**src/hdl/sdf_pkg.sv**
```systemverilog
// shared constants and carriers for the slave diagnostic frame builder
package sdf_pkg;
    localparam int SDF_SLOTS = 12;
    localparam int SDF_MAX_MSG = 9;
    localparam int SDF_ADDR_BYTE = 3;
    localparam int SDF_ID_START = 6;
    localparam int SDF_ID_LEN = 3;
    localparam int SDF_MOD_LEN = 7;
    localparam int SDF_MOD_START = SDF_ID_START + SDF_ID_LEN;
    localparam int SDF_CH_START = SDF_MOD_START + SDF_MOD_LEN;
    localparam int SDF_MSG_LEN = 3;
    localparam logic [7:0] SDF_MAX_LEN_RST = 8'h3E;
    localparam logic [1:0] SDF_ST_OK = 2'b00;
    localparam logic [1:0] SDF_ST_MOD_ERR = 2'b01;
    localparam logic [1:0] SDF_ST_WRONG = 2'b10;
    localparam logic [1:0] SDF_ST_NO_MOD = 2'b11;
    localparam logic [7:0] SDF_ID_HDR = 8'h43;
    localparam logic [7:0] SDF_MOD_HDR0 = 8'h07;
    localparam logic [7:0] SDF_MOD_HDR1 = 8'h82;
    localparam logic [7:0] SDF_MOD_HDR2 = 8'h00;
    localparam logic [7:0] SDF_MOD_HDR3 = 8'h00;
    localparam logic [1:0] SDF_CH_HDR_TOP = 2'b10;

    typedef struct packed {
        logic [5:0] slot;
        logic power_mod;
        logic [5:0] channel;
        logic [7:0] error_type;
    } sdf_msg_s;

    typedef struct packed {
        logic [7:0] data;
        logic last;
    } sdf_beat_s;
endpackage

```
**src/hdl/sdf_frame_builder.sv**
```systemverilog
// slave diagnostic frame builder: emits bytes 3 onward of the diagnostic frame as a byte stream
`timescale 1ns/1ps
`default_nettype none
module sdf_frame_builder
    import sdf_pkg::*;
#(
    parameter int SLOTS = SDF_SLOTS,
    parameter int MAX_MSG = SDF_MAX_MSG
)(
    input wire logic clock_i,
    input wire logic resetn_i,
    input wire logic [6:0] master_addr_i,
    input wire logic [SLOTS-1:0] slot_fault_i,
    input wire logic [SLOTS-1:0] slot_missing_i,
    input wire logic [SLOTS-1:0] slot_wrong_i,
    input wire logic two_missing_i,
    input wire logic term_missing_i,
    input wire logic too_many_i,
    input wire logic bus_fault_i,
    input wire logic cause_found_i,
    input wire logic power_on_i,
    input wire logic chan_diag_en_i,
    input wire logic [7:0] max_len_i,
    input wire logic msg_valid_i,
    input wire sdf_msg_s msg_i,
    output logic msg_ready_o,
    input wire logic start_i,
    output logic busy_o,
    output logic invalid_cfg_o,
    output logic startup_ok_o,
    output logic data_exch_ok_o,
    output logic beat_valid_o,
    output sdf_beat_s beat_o,
    input wire logic beat_ready_i
);
    // ***********************************
    // reset release
    // ***********************************
    logic rst_q1_r, rst_n;
    always_ff @(posedge clock_i or negedge resetn_i)
    begin
        if (!resetn_i)
        begin
            rst_q1_r <= 1'b0;
            rst_n <= 1'b0;
        end
        else
        begin
            rst_q1_r <= 1'b1;
            rst_n <= rst_q1_r;
        end
    end

    // ***********************************
    // configuration checks
    // ***********************************
    logic fatal, gap_lock_r, power_on_d_r;
    assign fatal = two_missing_i | term_missing_i | too_many_i | bus_fault_i;
    always_ff @(posedge clock_i or negedge rst_n)
    begin
        if (!rst_n)
        begin
            gap_lock_r <= 1'b0;
            power_on_d_r <= 1'b0;
        end
        else
        begin
            power_on_d_r <= power_on_i;
            // a lone gap seen as power comes up keeps startup held
            if (power_on_i && !power_on_d_r)
                gap_lock_r <= |slot_missing_i;
        end
    end
    assign invalid_cfg_o = fatal;
    assign startup_ok_o = !fatal && !gap_lock_r;
    assign data_exch_ok_o = !fatal && !gap_lock_r;

    // ***********************************
    // channel message store, max nine
    // ***********************************
    sdf_msg_s store_r [MAX_MSG];
    logic [3:0] count_r;
    localparam logic [3:0] MAX_CNT = 4'(MAX_MSG);
    assign msg_ready_o = !busy_o;
    always_ff @(posedge clock_i or negedge rst_n)
    begin
        if (!rst_n)
            count_r <= 4'h0;
        else if (start_i && !busy_o)
            count_r <= 4'h0;
        else if (msg_valid_i && msg_ready_o && count_r < MAX_CNT)
            count_r <= count_r + 4'h1;
    end
    always_ff @(posedge clock_i)
    begin
        if (msg_valid_i && msg_ready_o && count_r < MAX_CNT && !start_i)
            store_r[count_r] <= msg_i;
    end

    // ***********************************
    // per-slot section contents
    // ***********************************
    logic [15:0] id_bits;
    logic [23:0] mod_bits;
    genvar g;
    generate
        for (g = 0; g < 16; g++)
        begin : g_id
            if (g < SLOTS)
            begin : g_use
                logic [1:0] st;
                // status comes from the fatal inputs, cause_found_i and the slot inputs, never from messages
                always_comb
                begin
                    if (fatal)
                        st = cause_found_i ? SDF_ST_NO_MOD : SDF_ST_MOD_ERR;
                    else if (slot_missing_i[g])
                        st = SDF_ST_NO_MOD;
                    else if (slot_wrong_i[g])
                        st = SDF_ST_WRONG;
                    else if (slot_fault_i[g])
                        st = SDF_ST_MOD_ERR;
                    else
                        st = SDF_ST_OK;
                end
                assign id_bits[g] = fatal | (st != SDF_ST_OK);
                assign mod_bits[2*g+1:2*g] = st;
            end
            else
            begin : g_pad
                assign id_bits[g] = 1'b0;
                if (g < 12)
                begin : g_mz
                    assign mod_bits[2*g+1:2*g] = 2'b00;
                end
            end
        end
    endgenerate

    // ***********************************
    // frame sequencer
    // ***********************************
    typedef enum logic [1:0] {
        S_IDLE = 2'b00,
        S_RUN = 2'b01
    } sdf_state_e;
    sdf_state_e state_r;
    logic [7:0] pos_r;
    logic [3:0] msg_n;
    logic [7:0] frame_len;
    logic [7:0] byte_v;
    logic push, buf_ready;
    sdf_msg_s cur;
    logic [7:0] rel;
    assign busy_o = (state_r == S_RUN);
    // message count trimmed so the frame stays within the length limit unless the limit is below the fixed sections
    always_comb
    begin
        msg_n = chan_diag_en_i ? count_r : 4'h0;
        frame_len = 8'(SDF_CH_START) + 8'(msg_n) * 8'(SDF_MSG_LEN);
        if (frame_len > max_len_i)
        begin
            // a limit below the fixed sections would wrap the subtraction, so no messages then
            msg_n = (max_len_i < 8'(SDF_CH_START)) ? 4'h0
                : 4'((max_len_i - 8'(SDF_CH_START)) / 8'(SDF_MSG_LEN));
            frame_len = 8'(SDF_CH_START) + 8'(msg_n) * 8'(SDF_MSG_LEN);
        end
    end
    always_comb
    begin
        rel = pos_r - 8'(SDF_CH_START);
        cur = store_r[4'(rel / 8'(SDF_MSG_LEN)) < MAX_CNT ? 4'(rel / 8'(SDF_MSG_LEN)) : 4'h0];
        byte_v = 8'h00;
        case (pos_r)
            8'(SDF_ADDR_BYTE): byte_v = {1'b0, master_addr_i};
            8'h04: byte_v = 8'h00;
            8'h05: byte_v = 8'h00;
            8'(SDF_ID_START): byte_v = SDF_ID_HDR;
            8'(SDF_ID_START+1): byte_v = id_bits[7:0];
            8'(SDF_ID_START+2): byte_v = {4'h0, id_bits[11:8]};
            8'(SDF_MOD_START): byte_v = SDF_MOD_HDR0;
            8'(SDF_MOD_START+1): byte_v = SDF_MOD_HDR1;
            8'(SDF_MOD_START+2): byte_v = SDF_MOD_HDR2;
            8'(SDF_MOD_START+3): byte_v = SDF_MOD_HDR3;
            8'(SDF_MOD_START+4): byte_v = mod_bits[7:0];
            8'(SDF_MOD_START+5): byte_v = mod_bits[15:8];
            8'(SDF_MOD_START+6): byte_v = mod_bits[23:16];
            default:
            begin
                case (rel % 8'(SDF_MSG_LEN))
                    8'h00: byte_v = {SDF_CH_HDR_TOP, cur.slot - 6'h01};
                    8'h01: byte_v = {cur.power_mod ? 2'b00 : 2'b11, cur.channel};
                    default: byte_v = cur.error_type;
                endcase
            end
        endcase
    end
    assign push = (state_r == S_RUN) && buf_ready;
    logic [7:0] len_r;
    always_ff @(posedge clock_i or negedge rst_n)
    begin
        if (!rst_n)
        begin
            state_r <= S_IDLE;
            pos_r <= 8'h00;
            len_r <= 8'h00;
        end
        else
        begin
            case (state_r)
                S_IDLE:
                    if (start_i)
                    begin
                        state_r <= S_RUN;
                        pos_r <= 8'(SDF_ADDR_BYTE);
                        len_r <= frame_len;
                    end
                S_RUN:
                    if (push)
                    begin
                        pos_r <= pos_r + 8'h01;
                        if (pos_r == len_r - 8'h01)
                            state_r <= S_IDLE;
                    end
                default: state_r <= S_IDLE;
            endcase
        end
    end

    // ***********************************
    // two-entry output buffer
    // ***********************************
    // holds up to two bytes and pauses the sequencer when full, so no byte is lost however long the reader stops
    sdf_beat_s buf_r [2];
    logic [1:0] fill_r;
    logic pop;
    assign buf_ready = (fill_r != 2'h2);
    assign pop = beat_valid_o && beat_ready_i;
    assign beat_valid_o = (fill_r != 2'h0);
    assign beat_o = buf_r[0];
    always_ff @(posedge clock_i or negedge rst_n)
    begin
        if (!rst_n)
        begin
            fill_r <= 2'h0;
            buf_r[0] <= '0;
            buf_r[1] <= '0;
        end
        else
        begin
            if (pop)
                buf_r[0] <= buf_r[1];
            if (push)
            begin
                if (fill_r == 2'h0 || (fill_r == 2'h1 && pop))
                    buf_r[0] <= '{data: byte_v, last: pos_r == len_r - 8'h01};
                else
                    buf_r[1] <= '{data: byte_v, last: pos_r == len_r - 8'h01};
            end
            fill_r <= fill_r + 2'(push) - 2'(pop);
        end
    end

    // ***********************************
    // checks
    // ***********************************
    fatal_blocks_a: assert property (@(posedge clock_i) disable iff (!rst_n)
        fatal |-> !data_exch_ok_o && !startup_ok_o) else $error("fatal config allowed data exchange");
    msg_cap_a: assert property (@(posedge clock_i) disable iff (!rst_n)
        count_r <= MAX_CNT) else $error("more than nine messages held");
    len_cap_a: assert property (@(posedge clock_i) disable iff (!rst_n)
        busy_o |-> len_r <= max_len_i || len_r == 8'(SDF_CH_START)) else $error("frame over length");
    all_ids_a: assert property (@(posedge clock_i) disable iff (!rst_n)
        fatal |-> id_bits[11:0] == 12'hFFF) else $error("invalid config ids not all set");
    id_start_a: assert property (@(posedge clock_i) disable iff (!rst_n)
        push && pos_r == 8'(SDF_ID_START) |-> byte_v == SDF_ID_HDR) else $error("id section misplaced");
    addr_byte_a: assert property (@(posedge clock_i) disable iff (!rst_n)
        push && pos_r == 8'(SDF_ADDR_BYTE) |-> byte_v[6:0] == master_addr_i) else $error("bad master address");
    buf_hold_a: assert property (@(posedge clock_i) disable iff (!rst_n)
        beat_valid_o && !beat_ready_i |=> beat_valid_o && $stable(beat_o)) else $error("buffer lost a byte");
    gap_hold_a: assert property (@(posedge clock_i) disable iff (!rst_n)
        gap_lock_r |-> !startup_ok_o) else $error("startup with gap");
endmodule
`default_nettype wire

```
**config.mk**
```make
export PLATFORM = sky130hd
export DESIGN_NAME = sdf_frame_builder
export DESIGN_NICKNAME = d
export VERILOG_FILES = /design/src/hdl/sdf_pkg.sv /design/src/hdl/sdf_frame_builder.sv
export SDC_FILE = /design/constraint.sdc
export NUM_CORES = 1
export LEC_CHECK = 0
export BUFFER_PORTS_ARGS = -buffer_cell sky130_fd_sc_hd__buf_2
export CORE_AREA = 2 2 166 249
export CTS_BUF_LIST = sky130_fd_sc_hd__clkbuf_8
export DETAILED_ROUTE_END_ITERATION = 8
export DIE_AREA = 0 0 168 251
export PLACE_DENSITY = 0.5
export REMOVE_ABC_BUFFERS = 1
export SETUP_SLACK_MARGIN = 0.02
export SLEW_MARGIN = 20
export SYNTH_ARGS = -nofsm -noshare
export SYNTH_HDL_FRONTEND = slang
export SYNTH_SLANG_ARGS = --single-unit
```
**constraint.sdc**
```tcl
create_clock -name clock_i -period 2.7 [get_ports clock_i]
set_clock_uncertainty 0.15 [all_clocks]
set_input_delay 0.675 -clock clock_i [delete_from_list [all_inputs] [get_ports clock_i]]
set_output_delay 0.675 -clock clock_i [all_outputs]
set_load 0.1 [all_outputs]
```
==> out/qor.csv, run 1 <==
stage,metric,value,unit
status,status,finished with violations,
status,violations,negative setup slack,
place,dp_cells,1966,
grt,grt_pass1_vias,11000,
finish,multi_input_area,0.00614,mm²
critical_path,required,2.99,ns
floorplan,io_pins,99,
synth,ys_types,94,
finish,final_cells,2064,
route,num_vias,10700,
synth,synth_edf_count,189,
place,post-dp-hpwl,27900,µm
finish,drive_above_1_share,0.360,
flow_run,cap_violations,0,
route,drt_iter0_markers,619,
grt,antenna_found_initial,2,
floorplan,initial_core_util,0.317,
timing,final.setup.worst_slack,-2.29,ns
grt,track_usage,0.188,
timing,slew_viol_final,0,
floorplan,rows,90,
finish,nFillCells,3809,
worst_hold_path,hold_path.class,flip-flop to async pin,
clock_network,cts_root_buf,clkbuf_8,
route,route.detailed.drc,0,
critical_path,cpPeakStageDelay,0.39,ns
grt,grt_start_max_net_pins,26,
synth,yosys.area.top_type,edfxtp_1,
finish,areaGrowthSynthToFinish,36.7,%
timing,max-slew-margin-rel,0.609,
route,dr.pass1.iters,5,
timing,fin_crit_sh,1.85,
clock_network,h-tree-depth,2,
critical_path,cpMostUsedCell,buf_6,
timing,tightestPinTransition,0.586,ns
critical_path,cp-end-kind,flip-flop,
clock_network,cts.clk_slew.worst_paths,0.06,ns
timing,hold_viol_final,0,
synth,yosysWarnings,0,
route,via_per_inst,5.20,
synth,synth_top_area_frac,0.448,
place,postPlaceCellArea,0.0155,mm²
floorplan,die_area,0.0422,mm²
synth,async_flop_share,0.189,
synth,syn_area,0.0127,mm²
synth,synth-seq-cells,233,
synth,synth_commonest_cells,"edfxtp_1 (189), nand2_1 (181), nor2_1 (64)",
timing,fin_crit,4.99,ns
place,place.gp.congestion,0.858,
floorplan,core,0.0400,mm²
critical_path,cp_cell_sequence,"inv_2, ha_4, buf_6, nand4bb_4, o221a_4, a32oi_4, a211oi_2, a31oi_1, ha_2, buf_6, nor2_2, o2111ai_2, and3_4, a41oi_2, buf_4, a21oi_4, buf_12, mux2_4, o32a_4, and4_1, o21ai_2, a22oi_2, mux2_2",
finish,n_antenna_cell,0,
grt,grt_overflow,0,
synth,yosys.cell_count.top_type,edfxtp_1,
timing,finalSetupViolCount,23,
route,wire_per_inst,19.3,µm
critical_path,arrival,5.28,ns
clock_network,clock_sinks,233,
synth,synthFlopType,edfxtp_1,
synth,ys_seq_area_frac,0.535,
timing,rsz0062_at_grt,true,
clock_network,clock_latency,0.56,ns
timing,fin_hold_ws,0.0591,ns
floorplan,die_w,168,µm
critical_path,startpoint_type,flip-flop,
finish,nets,1656,
clock_network,cts_buffer_depth,3,
critical_path,crit_type,flip-flop to flip-flop,
place,port_buffers,98,
synth,syn_avg_cell_area,10.6,µm²
clock_network,cts_tree,built,
synth,yosys-top-cells-area,"edfxtp_1 (45%), dfrtp_1 (8.7%), nand2_1 (5.4%)",
floorplan,dieHeight,251,µm
route,routed_wl,39900,µm
timing,fmax,0.200,GHz
finish,final-seq-area,0.00678,mm²
critical_path,slowest_stage,dfrtp_1,
finish,finalInstanceArea,0.0173,mm²
critical_path,crit_path_max_fanout,7,
grt,grt_pass1_wl,61900,µm
synth,netlist_instances,1199,
clock_network,cts_buffers,38,
route,ant_nets,0,
## area by class of cell
type	count	share of cell area
Sequential cell	233	0.391
Multi-Input combinational cell	847	0.355
Timing Repair Buffer	364	0.166
Tap cell	506	0.0366
Clock buffer	39	0.0310
Inverter	46	0.0107
Clock inverter	29	0.0103
## path summary, 6_finish.rpt
kind,start,end,slack [ns],depth (start not counted)
min,rst_n,pos_r[1],0.06,0
max in group asynchronous,rst_n,pos_r[7],1.75,1
max,pos_r[4],buf_r[4],-2.29,23
min in group clock_i,power_on_i,power_on_d_r,0.08,1
max reg2reg,pos_r[4],buf_r[4],-2.29,23
min reg2reg,rst_n,pos_r[1],0.06,0
## layer usage
| metal | up-vias | track usage | part of all wire | routed length [µm] |
|---|---|---|---|---|
| li1 | 5153 | - | - | - |
| met1 | 5258 | 0.220 | 0.40 | 16000 |
| met2 | 240 | 0.345 | 0.52 | 20800 |
| met3 | 86 | 0.0252 | 0.038 | 1530 |
| met4 | 4 | 0.0750 | 0.038 | 1530 |
| met5 | - | 0 | 0.00068 | 27 |
## registers in the layout (all words and copies together), names as in the netlist, 2 cells and up
name	flops
pos_r	8
buf_r	9
beat_o	9
count_r	4
len_r	7
store_r	189
fill_r	2
## critical path, delay by kind of cell, from the launching register on
family,cells,cell delay [ns]
mux,2,0.57
flops,1,0.39
simple gates,4,0.68
compound gates,10,2.00
buf+inv,5,0.66
fa+ha+maj,2,0.47
## cell usage in the layout, fill, tap and decap left out, types with 12 or more instances in the layout
master    count
a21oi_1      40
a31oi_1      12
and2_1       14
and3_1       17
buf_12       19
buf_2        94
buf_4       225
buf_6        20
clkbuf_8     39
dfrtp_1      42
edfxtp_1    189
ha_1         33
inv_1        49
mux2i_1      22
nand2_1     175
nand3_1      48
nor2_1       58
nor2b_1      20
nor3_1       36
nor4_1       17
o21ai_0      31
o21ai_1      18
o22ai_1      14
## logic make-up (layout without fill, tap and decap cells)
family / count (synthesis) / after routing / share of synthesized area
compound gates: 262 / 262 / 0.146
xor+xnor: 22 / 22 / 0.0158
fa+ha+maj: 42 / 42 / 0.0427
buf+inv: 119 / 478 / 0.0419
flops: 233 / 233 / 0.535
mux: 35 / 35 / 0.0288
other cells: 1 / 1 / 0.000296
simple gates: 485 / 485 / 0.189
## repair_timing
item	in CTS	in global routing
gates cloned	1	0
gates resized for setup	123	76
endpoints found under the setup margin	26	38
hold buffers	1	0
endpoints found under the hold margin	2	0
pin swaps	54	53
setup buffers	19	16
## metrics by stage
step | TNS (ns) | utilization | setup WS (ns)
floorplan | -321.83 | - | -7.46
global placement | -55.03 | 0.387 | -2.67
detailed placement | -56.02 | 0.387 | -2.71
CTS | -41.66 | 0.422 | -2.25
global route | -46.61 | 0.433 | -2.51
finish | -42.04 | 0.433 | -2.29
Power of run 1 is left out: the tool's default activity adds up to more than one toggle a clock period on the data nets, which glitch-free logic cannot reach.
==> inputs of run 2 (changes only) <==
- PLACE_DENSITY: 0.5 -> 0.52
- clock period: 2.7 -> 4 ns (I/O delays scaled with it)
==> run 2 against run 1 <==
The flow still finishes with violations (negative setup slack). Count of clock-buffer cells in the layout rose by 3. Cell area fell by 2.2%. Sequential share of layout area rose by 0.89 points. Via count fell by 2.5%. Maximum frequency fell by 3.1%. Routed wire length fell by 2.1%. Highest routed layer unchanged.
==> out/qor.csv, run 2 (synthesized netlist as in run 1, its figures left out) <==
stage,metric,value,unit,change
status,status,finished with violations,,
status,violations,negative setup slack,,
timing,finalSetupViolCount,20,,-13%
critical_path,slowest_stage,or4_4,,
critical_path,cp-end-kind,flip-flop,,
place,place.gp.congestion,0.893,,+4.1%
clock_network,clock_sinks,233,,unchanged
route,wire_per_inst,19.3,µm,-0.11%
finish,largest_reg_flops,189,,unchanged
place,postPlaceCellArea,0.0149,mm²,-3.4%
timing,fin_crit,5.15,ns,+0.160 ns
floorplan,dieHeight,251,µm,unchanged
critical_path,cpPeakStageDelay,0.54,ns,+0.15 ns
grt,use_met2,0.342,,-0.00390
clock_network,cts_root_buf,clkbuf_8,,
floorplan,die_area,0.0422,mm²,unchanged
critical_path,cp.depth,24,,+4.3%
clock_network,cts_buffers,38,,unchanged
grt,grt_overflow,0,,unchanged
grt,antenna_found_initial,4,,+2
grt,use_met3,0.0272,,+0.00205
finish,finalInstanceArea,0.0169,mm²,-2.2%
route,route.detailed.drc,0,,unchanged
worst_hold_path,hold_path.class,input pin to async pin,,
critical_path,crit_family,simple AND/OR/NAND/NOR gates,,
route,drt_iter0_markers,557,,-10%
floorplan,io_pins,99,,unchanged
place,port_buffers,98,,unchanged
timing,fmax,0.194,GHz,-3.1%
timing,hold_viol_final,0,,unchanged
clock_network,cts_tree,built,,
route,ant_nets,0,,unchanged
critical_path,arrival,5.42,ns,+0.14 ns
timing,slew_viol_final,0,,unchanged
clock_network,cts_buffer_depth,3,,unchanged
floorplan,rows,90,,unchanged
finish,regMostFlops,store_r,,
finish,final_cell_mix,"buf_4 (195), edfxtp_1 (189), nand2_1 (177)",,
grt,busiest_layer,met2,,
finish,areaGrowthSynthToFinish,33.7,%,
critical_path,required,4.27,ns,+1.28 ns
critical_path,cp_cell_sequence,"inv_2, ha_4, buf_6, xor2_4, mux2i_2, buf_4, a32oi_4, buf_4, a32oi_1, o21ai_0, or4_4, nand2_4, inv_2, ha_4, or4_4, buf_6, or3_4, o31ai_4, buf_6, buf_4, a31oi_2, o21ai_1, a22oi_2, mux2_2",,
critical_path,path_buf_inv,8,,+3
route,dr.pass1.iters,5,,unchanged
grt,grt_pass1_wl,60300,µm,-2.6%
clock_network,cts.clk_slew.worst_paths,0.06,ns,about the same
place,post-dp-hpwl,27400,µm,-1.6%
critical_path,crit_path_max_fanout,7,,unchanged
clock_network,h-tree-depth,2,,unchanged
timing,tightestPinTransition,0.733,ns,+0.147 ns
timing,final.setup.worst_slack,-1.15,ns,+1.14 ns
route,routed_wl,39000,µm,-2.1%
timing,fin_crit_sh,1.29,,-0.561
flow_run,cap_violations,0,,unchanged
finish,layout_commonest_cell,buf_4,,
grt,grt.met1_usage,0.206,,-0.0137
grt,grt_start_max_net_pins,43,,+65%
finish,nets,1616,,-2.4%
clock_network,holdBufCountCts,0,,-1
timing,max-slew-margin-rel,0.510,,-0.0990
grt,track_usage,0.183,,-0.00519
floorplan,initial_core_util,0.317,,unchanged
timing,rsz0062_at_grt,true,,
route,num_vias,10500,,-2.5%
floorplan,core,0.0400,mm²,unchanged
grt,grt_pass1_vias,10700,,-2.6%
critical_path,crit_type,flip-flop to flip-flop,,
floorplan,die_w,168,µm,unchanged
critical_path,worst_r2r_path_depth,24,,+4.3%
route,via_per_inst,5.18,,-0.50%
clock_network,clock_latency,0.56,ns,about the same
critical_path,startpoint_type,flip-flop,,
finish,drive_above_1_share,0.344,,-0.0160
==> run 2: cell types whose count changed in the layout (fill, tap and decap cells not counted), moves of 4 or more <==
cell | previous run | this run
buf_4 | 225 | 195
o21ai_2 | 6 | 10
o21ai_1 | 18 | 12
buf_12 | 19 | 10
==> run 2: area by class of cell <==
cell class / instances / area, µm²
Clock inverter: 22 / 139
Fill cell: 3744 / 23000
Sequential cell: 233 / 6780
Tap cell: 506 / 633
Inverter: 46 / 180
Timing Repair Buffer: 324 / 2450
Antenna cell: 2 / 5.00
Clock buffer: 42 / 578
Multi-Input combinational cell: 847 / 6180
==> run 2: repair_timing <==
| item | in CTS | in global routing |
|---|---|---|
| buffers inserted | 19 | 25 |
| gates resized for setup | 137 | 66 |
| cloned | 2 | 0 |
| pin swaps | 44 | 51 |
| setup endpoints to repair | 22 | 22 |
==> run 2: per-stage QoR <==
step	hold WS, ns	util	setup WS, ns	std cells	TNS, ns
final	0.0719	0.424	-1.15	2022	-17.28
after global placement	0.184	0.374	-1.36	1911	-26.79
after global routing	0.0497	0.424	-1.35	2022	-20.95
after floorplan	0.181	-	-6.16	1126	-117.73
after CTS	0.0401	0.411	-1.02	1996	-15.66
after detailed placement	0.189	0.374	-1.47	1911	-29.30
==> run 2: worst paths after layout <==
path,start,end,slack (ns)
max in group asynchronous,rst_n,beat_o[6],3.06
worst min register to register,rst_n,count_r[1],0.17
worst min-delay path,resetn_i,rst_n,0.07
min in group clock_i,rst_q1_r,rst_n,0.20
worst max-delay path,pos_r[4],buf_r[4],-1.15
worst max register to register,pos_r[4],buf_r[4],-1.15
==> run 2: metal layers <==
layer | up-vias | part of all wire | wire [µm]
met4 | 4 | 0.039 | 1510
met2 | 231 | 0.53 | 20800
met5 | - | 0.00072 | 28
met1 | 5074 | 0.39 | 15100
met3 | 94 | 0.041 | 1590
li1 | 5067 | - | -
Power of run 2 is left out for the same reason.
